--- config.mk ---
export PLATFORM = sky130hd
export DESIGN_NAME = tcma_core
export DESIGN_NICKNAME = d
export VERILOG_FILES = /design/src/core/tcma_pkg.sv /design/src/core/tcma_core.sv
export SDC_FILE = /design/constraint.sdc
export NUM_CORES = 1
export LEC_CHECK = 0
export ABC_CLOCK_PERIOD_IN_PS = 4800
export BUFFER_PORTS_ARGS = -buffer_cell sky130_fd_sc_hd__buf_2
export CORE_UTILIZATION = 60
export CTS_CLUSTER_DIAMETER = 120
export DETAILED_ROUTE_END_ITERATION = 6
export PLACE_DENSITY = 0.87
export SETUP_SLACK_MARGIN = 0.15
export SLEW_MARGIN = 20
export SYNTH_ARGS = -nofsm -noshare
export SYNTH_HDL_FRONTEND = slang
export SYNTH_SLANG_ARGS = --single-unit
--- constraint.sdc ---
create_clock -name i_ref_clk -period 4.8 [get_ports i_ref_clk]
set_input_delay 0.48 -clock i_ref_clk [delete_from_list [all_inputs] [get_ports i_ref_clk]]
set_output_delay 0.48 -clock i_ref_clk [all_outputs]
set_load 0.03 [all_outputs]
--- src/core/tcma_pkg.sv ---
// Package for the temperature conversion mode and alert logic
package tcma_pkg;
	localparam int DW = 16;
	// Register offsets
	localparam logic [7:0] REG_RESULT = 8'h00;
	localparam logic [7:0] REG_CONFIG = 8'h01;
	localparam logic [7:0] REG_HIGH   = 8'h02;
	localparam logic [7:0] REG_LOW    = 8'h03;
	// Configuration field positions
	localparam int CFG_HIGH_BIT  = 15;
	localparam int CFG_LOW_BIT   = 14;
	localparam int CFG_READY_BIT = 13;
	localparam int CFG_MODE_LSB  = 10;
	localparam int CFG_CYC_LSB   = 7;
	localparam int CFG_AVG_LSB   = 5;
	localparam int CFG_HYST_BIT  = 4;
	localparam int CFG_POL_BIT   = 3;
	localparam int CFG_DRP_BIT   = 2;
	// Conversion modes
	localparam logic [1:0] MODE_CONT_A = 2'h0;
	localparam logic [1:0] MODE_SHUT   = 2'h1;
	localparam logic [1:0] MODE_CONT_B = 2'h2;
	localparam logic [1:0] MODE_SINGLE = 2'h3;
	// Reset values
	localparam logic [15:0] RESULT_RST = 16'h8000;
	localparam logic [15:0] HIGH_RST   = 16'h6000;
	localparam logic [15:0] LOW_RST    = 16'h8000;
	// Timing
	localparam longint CLK_PERIOD_NS = 10;
	localparam longint T_CYCLE_TIME_FIELD_NS     = 15_500_000;
	localparam longint T_STEP_NS     = 125_000_000;
	localparam int CYCLE_TIME_FIELD_CYCLES = int'(T_CYCLE_TIME_FIELD_NS / CLK_PERIOD_NS);
	localparam int STEP_CYCLES = int'(T_STEP_NS / CLK_PERIOD_NS);

	typedef enum logic [1:0] {PH_SHUTDOWN, PH_CONVERT, PH_STANDBY} tcma_phase_t;

	typedef struct packed {
		logic       ready_to_pin_select;
		logic       alert_polarity_bit;
		logic       hysteresis_mode_select;
		logic [1:0] averaging_count_field;
		logic [2:0] cycle_time_field;
		logic [1:0] conversion_mode_field;
	} tcma_cfg_t;

	typedef struct packed {
		logic [7:0]  addr;
		logic [15:0] wdata;
		logic        wr;
		logic        rd;
	} tcma_bus_t;

	typedef struct packed {
		tcma_phase_t        phase;
		tcma_cfg_t          cfg;
		logic [15:0]        result;
		logic [15:0]        high_lim;
		logic [15:0]        low_lim;
		logic               high_flag;
		logic               low_flag;
		logic               data_ready;
		logic               alert_latch;
		logic               single_shot;
		logic [31:0]        cnt;
		logic [6:0]         avg_cnt;
		logic signed [21:0] acc;
		logic [15:0]        temp_s1;
		logic [15:0]        temp_s2;
		logic [15:0]        rdata;
		logic               alert_pin;
		logic               frontend_on;
	} tcma_state_t;

	// Averaging field to shift amount (1, 8, 32, 64 samples)
	function automatic logic [2:0] avg_shift(input logic [1:0] f);
		case (f)
			2'h0: avg_shift = 3'h0;
			2'h1: avg_shift = 3'h3;
			2'h2: avg_shift = 3'h5;
			default: avg_shift = 3'h6;
		endcase
	endfunction

	// Signed 16-bit greater-than
	function automatic logic s_gt(input logic [15:0] a, input logic [15:0] b);
		s_gt = $signed(a) > $signed(b);
	endfunction
endpackage

--- src/core/tcma_core.sv ---
// Conversion mode sequencing and limit alert logic
//
// Chosen here: the register addresses and strobed register access.
`timescale 1ns/1ps
`default_nettype none

// Contract
// - Modes 00 and 10 convert continuously, loading result each conversion end.
// - Reading configuration or result clears the conversion-complete flag.
// - Ready-to-pin select drives alert pin from conversion-complete flag.
// - Writing mode 01 aborts conversion at once and powers down.
// - Writing mode 11 runs one conversion, then returns to shutdown.
// - Single shot has no standby; length set only by averaging.
// - Single shot end sets conversion-complete and updates alert flags.
// - Start-up mode single shot becomes shutdown instead.
// - Every final result is compared with both limits, flags updated.
// - Window mode: result above high limit sets high flag.
// - Window mode: result below low limit sets low flag.
// - Window mode: configuration read clears both limit flags.
// - Window mode: pin asserts on flag, cleared by configuration read or alert response.
// - Alert pin active level follows the polarity bit in both modes.
// - Hysteresis mode: above high sets high flag, below low clears it.
// - Hysteresis mode: low flag disabled, reads zero.
// - Hysteresis mode: reads leave flags; changes only at conversion end.
// - Hysteresis mode: pin tracks high flag, immune to reads and responses.
// - Result and limits are signed 16-bit values compared signed.
module tcma_core
	import tcma_pkg::*;
#(
	parameter int CYCLE_TIME_FIELD_CYC = CYCLE_TIME_FIELD_CYCLES,
	parameter int STEP_CYC = STEP_CYCLES
) (
	input  wire logic        i_ref_clk,
	input  wire logic        i_rst,
	input  wire tcma_bus_t   i_bus,
	input  wire tcma_cfg_t   i_por_cfg,
	input  wire logic [15:0] i_temp_code,
	input  wire logic        i_alert_resp,
	output logic      [15:0] o_rdata,
	output logic             o_alert,
	output logic             o_frontend_on
);

	// ****************************************
	// State
	// ****************************************
	tcma_state_t s_ff;
	tcma_state_t nxt_s;
	tcma_state_t rst_s;

	logic               sample_end;
	logic               final_end;
	logic [2:0]         shift;
	logic [6:0]         avg_last;
	logic signed [21:0] acc_sum;
	logic [15:0]        avg_val;
	logic               cfg_wr;
	logic               cfg_rd;
	logic               res_rd;
	logic               above;
	logic               below;
	logic               active;
	tcma_cfg_t          wcfg;

	assign o_rdata       = s_ff.rdata;
	assign o_alert       = s_ff.alert_pin;
	assign o_frontend_on = s_ff.frontend_on;

	// ****************************************
	// Reset image
	// ****************************************
	always_comb begin
		rst_s = '0;
		rst_s.cfg = i_por_cfg;
		rst_s.result = RESULT_RST;
		rst_s.high_lim = HIGH_RST;
		rst_s.low_lim = LOW_RST;
		rst_s.phase = PH_CONVERT;
		if (i_por_cfg.conversion_mode_field == MODE_SINGLE) begin
			rst_s.cfg.conversion_mode_field = MODE_SHUT;
		end
		if (rst_s.cfg.conversion_mode_field == MODE_SHUT) begin
			rst_s.phase = PH_SHUTDOWN;
		end
		rst_s.frontend_on = (rst_s.phase == PH_CONVERT);
		rst_s.alert_pin = ~i_por_cfg.alert_polarity_bit;
	end

	// ****************************************
	// Next state
	// ****************************************
	always_comb begin
		nxt_s = s_ff;
		nxt_s.temp_s1 = i_temp_code;
		nxt_s.temp_s2 = s_ff.temp_s1;
		nxt_s.rdata = '0;

		cfg_wr = i_bus.wr && (i_bus.addr == REG_CONFIG);
		cfg_rd = i_bus.rd && (i_bus.addr == REG_CONFIG);
		res_rd = i_bus.rd && (i_bus.addr == REG_RESULT);
		wcfg = {i_bus.wdata[CFG_DRP_BIT], i_bus.wdata[CFG_POL_BIT],
			i_bus.wdata[CFG_HYST_BIT], i_bus.wdata[CFG_AVG_LSB+:2],
			i_bus.wdata[CFG_CYC_LSB+:3], i_bus.wdata[CFG_MODE_LSB+:2]};

		// Averaging of samples over the active conversion time
		shift = avg_shift(s_ff.cfg.averaging_count_field);
		avg_last = 7'((7'h1 << shift) - 7'h1);
		sample_end = (s_ff.phase == PH_CONVERT) && (s_ff.cnt == 32'(CYCLE_TIME_FIELD_CYC - 1));
		final_end = sample_end && (s_ff.avg_cnt == avg_last);
		acc_sum = s_ff.acc + 22'(signed'(s_ff.temp_s2));
		avg_val = 16'(acc_sum >>> shift);
		above = s_gt(avg_val, s_ff.high_lim);
		below = s_gt(s_ff.low_lim, avg_val);

		// Read data, one cycle later
		if (i_bus.rd) begin
			unique case (i_bus.addr)
				REG_RESULT: nxt_s.rdata = s_ff.result;
				REG_HIGH: nxt_s.rdata = s_ff.high_lim;
				REG_LOW: nxt_s.rdata = s_ff.low_lim;
				REG_CONFIG: begin
					nxt_s.rdata[CFG_HIGH_BIT] = s_ff.high_flag;
					nxt_s.rdata[CFG_LOW_BIT] = s_ff.low_flag;
					nxt_s.rdata[CFG_READY_BIT] = s_ff.data_ready;
					nxt_s.rdata[CFG_MODE_LSB+:2] = s_ff.cfg.conversion_mode_field;
					nxt_s.rdata[CFG_CYC_LSB+:3] = s_ff.cfg.cycle_time_field;
					nxt_s.rdata[CFG_AVG_LSB+:2] = s_ff.cfg.averaging_count_field;
					nxt_s.rdata[CFG_HYST_BIT] = s_ff.cfg.hysteresis_mode_select;
					nxt_s.rdata[CFG_POL_BIT] = s_ff.cfg.alert_polarity_bit;
					nxt_s.rdata[CFG_DRP_BIT] = s_ff.cfg.ready_to_pin_select;
				end
				default: nxt_s.rdata = '0;
			endcase
		end

		// Conversion sequencing
		unique case (s_ff.phase)
			PH_SHUTDOWN: begin
				nxt_s.cnt = '0;
			end
			PH_CONVERT: begin
				nxt_s.cnt = s_ff.cnt + 32'h1;
				if (sample_end) begin
					nxt_s.cnt = '0;
					nxt_s.acc = acc_sum;
					nxt_s.avg_cnt = s_ff.avg_cnt + 7'h1;
				end
				if (final_end) begin
					nxt_s.acc = '0;
					nxt_s.avg_cnt = '0;
					nxt_s.result = avg_val;
					if (s_ff.single_shot) begin
						nxt_s.phase = PH_SHUTDOWN;
						nxt_s.single_shot = 1'b0;
						nxt_s.cfg.conversion_mode_field = MODE_SHUT;
					end else if (s_ff.cfg.cycle_time_field != 3'h0) begin
						nxt_s.phase = PH_STANDBY;
						nxt_s.cnt = 32'(s_ff.cfg.cycle_time_field) * 32'(STEP_CYC) - 32'h1;
					end
				end
			end
			PH_STANDBY: begin
				nxt_s.cnt = s_ff.cnt - 32'h1;
				if (s_ff.cnt == 32'h0) begin
					nxt_s.phase = PH_CONVERT;
				end
			end
			default: nxt_s.phase = PH_SHUTDOWN;
		endcase

		// Register writes
		if (i_bus.wr) begin
			if (i_bus.addr == REG_HIGH) begin
				nxt_s.high_lim = i_bus.wdata;
			end
			if (i_bus.addr == REG_LOW) begin
				nxt_s.low_lim = i_bus.wdata;
			end
		end
		if (cfg_wr) begin
			nxt_s.cfg = wcfg;
			if (wcfg.conversion_mode_field == MODE_SHUT) begin
				nxt_s.phase = PH_SHUTDOWN;
				nxt_s.single_shot = 1'b0;
				nxt_s.cnt = '0;
				nxt_s.acc = '0;
				nxt_s.avg_cnt = '0;
			end else if (wcfg.conversion_mode_field == MODE_SINGLE) begin
				nxt_s.phase = PH_CONVERT;
				nxt_s.single_shot = 1'b1;
				nxt_s.cnt = '0;
				nxt_s.acc = '0;
				nxt_s.avg_cnt = '0;
			end else if (s_ff.phase == PH_SHUTDOWN || s_ff.single_shot) begin
				nxt_s.phase = PH_CONVERT;
				nxt_s.single_shot = 1'b0;
				nxt_s.cnt = '0;
				nxt_s.acc = '0;
				nxt_s.avg_cnt = '0;
			end
		end

		// Conversion-complete flag, set wins
		if (cfg_rd || res_rd) begin
			nxt_s.data_ready = 1'b0;
		end
		if (final_end) begin
			nxt_s.data_ready = 1'b1;
		end

		// Limit flags
		if (!s_ff.cfg.hysteresis_mode_select) begin
			if (cfg_rd) begin
				nxt_s.high_flag = 1'b0;
				nxt_s.low_flag = 1'b0;
			end
			if (cfg_rd || i_alert_resp) begin
				nxt_s.alert_latch = 1'b0;
			end
			if (final_end && above) begin
				nxt_s.high_flag = 1'b1;
				nxt_s.alert_latch = 1'b1;
			end
			if (final_end && below) begin
				nxt_s.low_flag = 1'b1;
				nxt_s.alert_latch = 1'b1;
			end
		end else if (final_end) begin
			if (above) begin
				nxt_s.high_flag = 1'b1;
			end else if (below) begin
				nxt_s.high_flag = 1'b0;
			end
		end
		if (nxt_s.cfg.hysteresis_mode_select) begin
			nxt_s.low_flag = 1'b0;
			nxt_s.alert_latch = 1'b0;
		end

		// Alert pin
		if (nxt_s.cfg.ready_to_pin_select) begin
			active = nxt_s.data_ready;
		end else if (nxt_s.cfg.hysteresis_mode_select) begin
			active = nxt_s.high_flag;
		end else begin
			active = nxt_s.alert_latch;
		end
		nxt_s.alert_pin = nxt_s.cfg.alert_polarity_bit ? active : ~active;
		nxt_s.frontend_on = (nxt_s.phase == PH_CONVERT);
	end

	always_ff @(posedge i_ref_clk) begin
		if (i_rst) begin
			s_ff <= rst_s;
		end else begin
			s_ff <= nxt_s;
		end
	end
endmodule

`default_nettype wire

# Word level (Yosys, flattened, before mapping)
# Cells that the tools add are included.
[classes] add_sub_neg=6 mul=1 magnitude_cmp=2 eq_ne=15 n_shift=2 n_mux=54 bitwise=4 reduce_logical=27
[ops] op="$mux 62" count=5
[ops] op="$mux 176" count=1
[ops] op="$mux 32" count=3
[ops] op="$pmux 32 s3" count=1
[ops] op="$mux 61" count=1
[ops] op="$mux 16" count=3
[ops] op="$pmux 10 s4" count=1
[ops] op="$mux 18" count=2
[ops] op="$add 32x1->32 const B" count=1
[ops] op="$eq 32x21->1 const B" count=1
[ops] op="$gt 16x16->1" count=2
[ops] op="$logic_not 32->1" count=1
[ops] op="$sub 32x1->32 const B" count=1
[ops] op="$mux 29" count=1
[ops] op="$sub 27x1->28 const B" count=1
[ops] op="$add 22x16->22" count=1
[ops] op="$mul 3x19->22 const B" count=1
[ops] op="$sshr 22x3->16" count=1
[ops] op="$mux 1" count=20
[ops] op="$mux 2" count=10
[ops] op="$eq 8x2->1 const B" count=2
[ops] op="$eq 2x1->1 const B" count=6
[ops] op="$mux 12" count=1
[ops] op="$pmux 2 s3" count=2
[ops] op="other kinds (19)" count=42
[totals] regBits=176

# Longest topological paths before layout
[depth] depth_word=18 mapped_depth=23

# Worst setup path after synthesis
# OpenSTA, ideal clock, no wires.
[synth_timing] path_kind="register to register" from="reg s_ff[50] (netlist name)" to="reg s_ff, in the netlist o_alert" arrival_ns=4.303 t_required_ns=4.721 setup_slack_ns=0.418 path_stages_with_launch=22 synth_period_minus_slack_ns=4.382 path_cell_list="dfxtp_1 -> ha_1 -> inv_1 -> fa_1 -> nand2b_1 -> a21bo_2 -> a2111oi_4 -> or3_1 -> a311oi_1 -> or2_1 -> mux2i_1 -> inv_1 -> ha_1 -> and3_1 -> o211ai_1 -> nand3_1 -> a21o_1 -> a41oi_1 -> a2111o_1 -> nor3b_1 -> o211a_1 -> a211oi_2"
[synth_via] elab_chain_len=13 elab_cells_between_ends=20
[synth_lines] element="start, declared" line="tcma_core.sv:47" rtl="tcma_state_t s_ff;"
[synth_lines] element="start signal, assigned" line="tcma_core.sv:254" rtl="s_ff <= rst_s;"
[synth_lines] element="start signal, assigned" line="tcma_core.sv:256" rtl="s_ff <= nxt_s;"
[synth_lines] element="$add 22x16->22 *" line="tcma_core.sv:110" rtl="acc_sum = s_ff.acc + 22'(signed'(s_ff.temp_s2));"
[synth_lines] element="$sshr 22x3->16 *" line="tcma_core.sv:111" rtl="avg_val = 16'(acc_sum >>> shift);"
[synth_lines] element="named net avg_val[6]" line="tcma_core.sv:56" rtl="logic [15:0] avg_val;"
[synth_lines] element="$gt 16x16->1" line="tcma_pkg.sv:86" rtl="s_gt = $signed(a) > $signed(b);"
[synth_lines] element="$logic_and 1x1->1" line="tcma_core.sv:220" rtl="if (final_end && above) begin"
[synth_lines] element="$mux 1" line="tcma_core.sv:220"
[synth_lines] element="$mux 1" line="tcma_core.sv:224" rtl="if (final_end && below) begin"
[synth_lines] element="$mux 1" line="tcma_core.sv:212" rtl="if (!s_ff.cfg.hysteresis_mode_select) begin"
[synth_lines] element="$mux 1" line="tcma_core.sv:235" rtl="if (nxt_s.cfg.hysteresis_mode_select) begin"
[synth_lines] element="$mux 1 *" line="tcma_core.sv:243" rtl="end else if (nxt_s.cfg.hysteresis_mode_select) begin"
[synth_lines] element="$mux 1 *" line="tcma_core.sv:241" rtl="if (nxt_s.cfg.ready_to_pin_select) begin"
[synth_lines] element="$not 1->1" line="tcma_core.sv:248" rtl="nxt_s.alert_pin = nxt_s.cfg.alert_polarity_bit ? active : ~active;"
[synth_lines] element="$mux 1 *" line="tcma_core.sv:248"
[synth_lines] element="$mux 176 *" line="tcma_core.sv:253" rtl="if (i_rst) begin"
# The timed path passes the listed nets; every way through them passes the cells marked *.
# A chain may end at the register's enable or synchronous reset.

# Final worst setup path
[layout_timing] from="reg s_ff[21] (netlist name)" to="reg s_ff, in the netlist o_alert"
# Same word-level chain as after synthesis.

==> out/results.txt <==
Cell area after layout: 14500 um2
Number of buffers created by CTS: 17
Die area: 21700 um2
PD cells: 279 nW/um2
Post-layout worst setup margin: 0.0499 ns
Iter 0 DRT Violations: 1085
Buffers plus inverters on the worst setup path: 3
DRT Pass-1 Iters: 5
Gpl congestion: 0.949
Fin nets: 1848
Share of cells above drive strength 1: 17.7%
Vias/cell: 6.39
Clk pin slew, worst setup/hold paths: 0.09 ns
Port Buf Inserts: 72
Seq/Total Area, Yosys: 28.3%
Final Core Density: 70.8%
Global route overflow: 0
Root buffer cell: clkbuf_16
Worst Hold Class: input pin to flip-flop
Vias: 12900
Synth Warn #: 0
Worst Tran Pin Value: 0.934 ns
Post-Syn Area: 12700 um2
Die Height: 147 um
DP Area: 13400 um2
Avg Cell Area, Syn: 7.59 um2
Fin crit share: 99.0%
Max rail drop VDD: 0.283 mV
Area Overhead vs Synth: 14.3%
Non-filler instance count after layout: 2012
Number of fill cells: 1667
Post-route DRC: 0
Final Skew: 0.0163 ns
CP Max Fanout: 6
CTS Hold Bufs: 0
Site Rows: 52
Dominant synthesized flop cell: dfxtp_1
Peak Freq: 0.211 GHz
Cells along the critical path: ha_1, a211oi_1, o22ai_2, buf_4, a31oi_1, nand3_1, and2_1, mux4_2, nor2_1, a31oi_1, inv_1, ha_1, nand2_1, nor3_4, a311oi_2, a2111oi_2, buf_4, a2bb2oi_2, o21ai_1, a211oi_2
Max-slew headroom: 37.4%
Max-slew violation count: 0
Setup repair after global routing missed its margin: yes
Storage cell area: 3600 um2
Final setup violation count: 0
Outcome: finished, final reports clean
Final WL: 37.9 mm
Worst setup path class: flip-flop to flip-flop
Delay-heaviest family, CP: compound AO/OA/AOI/OAI gates
Critical Path RT: 5.16 ns
IO Count: 73
CTS sink count: 176
Nature of the critical path endpoint: flip-flop
Post-route ant nets: 0
Clock buffer depth: 2
Critical path data arrival time: 5.11 ns
Fraction of registers with async set/reset: 0%
Number of global-route vias before repair: 11600
Min Tclk post-route: 4.75 ns
Diodes inserted: 0
Slowest-stage cell, CP: mux4_2
Distinct cells, synth: 95
Post-synth EDFFs: 7
DP HPWL: 27.3 mm
CTS H-tree lvls: 4
First-pass GRT wire length: 59.0 mm
Yosys reg bits: 176
Syn_nets: 1791
DP Cell Count: 1961
Core ar.: 20500 um2
Post-Place Setup Slack: -0.0395 ns
Slowest Stage Delay on Critical Path: 0.49 ns
Largest net degree at the start of global routing: 92
Crit start category: flip-flop
Initial core utilization: 61.9%
Worst-skew pair later-pin latency: 0.45 ns
Die W: 147 um
CTS tree: yes
LEAKAGE: 5.59 nW
Initial antenna violation count: 0
Avg WL per Cell: 18.9 um
Mapped Cells: 1672
Multi-input gate area in the final layout: 8750 um2
Final number of hold-violating endpoints: 0
Gr usage total: 33.9%
Max-cap violation count: 0
==> power by group <==
part | internal [W] | switching [W] | total (W)
Sequential | 0.00149 | 0.0000183 | 0.00151
Combinational | 0.000420 | 0.000628 | 0.00105
Clock | 0.000785 | 0.000706 | 0.00149
Total | 0.00270 | 0.00135 | 0.00405
==> worst paths after layout <==
path                    from   endpoint  slack, ns  depth (start not counted)
max                 s_ff[21]    o_alert       0.05                         20
min          i_temp_code[15]  nxt_s[33]       0.24                          2
max reg2reg         s_ff[21]    o_alert       0.05                         20
min reg2reg        nxt_s[30]   s_ff[30]       0.43                          1
==> stage by stage <==
| step | power [W] | hold WS, ns | setup TNS (ns) |
|---|---|---|---|
| after CTS | 0.00399 | 0.239 | 0 |
| after floorplan | 0.00222 | 0.414 | 0 |
| after detailed placement | 0.00250 | 0.425 | -0.0395 |
| after global routing | 0.00420 | 0.233 | -0.159 |
| after global placement | 0.00248 | 0.419 | 0 |
| final | 0.00405 | 0.236 | 0 |
==> kinds of logic after synthesis <==
logic type	share of synthesized area, %
mux	3.06
simple gates	26.2
xor+xnor	6.42
fa+ha+maj	6.55
buf+inv	5.60
compound gates	23.9
flops	28.3
==> sequential cells by signal, indices dropped and copies added, names as in the netlist <==
register       count
nxt_s             16
o_alert            1
o_frontend_on      1
o_rdata           16
s_ff             142
==> metal layers <==
| layer | part of all wire (%) | up-vias | global-route usage [%] |
|---|---|---|---|
| met5 | 0 | - | 0 |
| met3 | 7.5 | 122 | 5.52 |
| met4 | 3.8 | 0 | 13.6 |
| li1 | - | 6093 | - |
| met2 | 48 | 611 | 57.9 |
| met1 | 40 | 6034 | 42.4 |
==> cell usage in the layout (no fill, tap or decap), drive strengths merged, types with 6 or more instances in the layout <==
cell,instances
and3,23
ha,60
nor2b,47
xor2,44
a221oi,6
o21ai,86
nand4,14
inv,58
and2,11
a22oi,37
nand2b,13
o21a,8
nor2,135
mux4,8
o31ai,8
nand3,46
mux2,14
edfxtp,7
clkbuf,18
or3,13
nor4,20
dfxtp,169
xnor2,49
a2111oi,15
a21o,22
a21oi,155
o211ai,20
o211a,6
nor3,60
nand3b,11
or2,9
a31oi,10
nor3b,14
a211oi,19
buf,157
or4,10
nand2,251
==> timing repair <==
| item | CTS | global route |
|---|---|---|
| buffers inserted | 12 | 7 |
| setup endpoints to repair | 3 | 7 |
| resized for setup | 22 | 54 |
| pin swaps | 10 | 25 |
==> final cells by class <==
type,count,area share (%)
Clock buffer,18,3.11
Timing Repair Buffer,157,6.90
Clock inverter,14,1.23
Inverter,50,1.29
Tap cell,270,2.33
Sequential cell,176,24.8
Multi-Input combinational cell,1327,60.3
==> Yosys cell counts (10+ instances only) <==
cell	instances	area, um2
a211oi_1	15	113
a21o_1	22	165
a21oi_1	149	746
a22oi_1	36	270
a31oi_1	10	62.6
and2_1	11	68.8
and3_1	23	144
buf_4	18	135
clkbuf_1	89	334
dfxtp_1	169	3380
ha_1	60	751
inv_1	48	180
mux2_2	14	158
nand2_1	251	942
nand2b_1	13	81.3
nand3_1	46	230
nand3b_1	11	82.6
nand4_1	13	81.3
nor2_1	135	507
nor2b_1	47	294
nor3_1	58	290
nor3b_1	14	105
nor4_1	20	125
o211ai_1	20	150
o21ai_0	73	365
o21ai_1	12	60.1
or3_1	13	81.3
or4_1	10	75.1
xnor2_1	49	429
xor2_1	44	385
No activity file was read; power rests on OpenSTA's default activity.
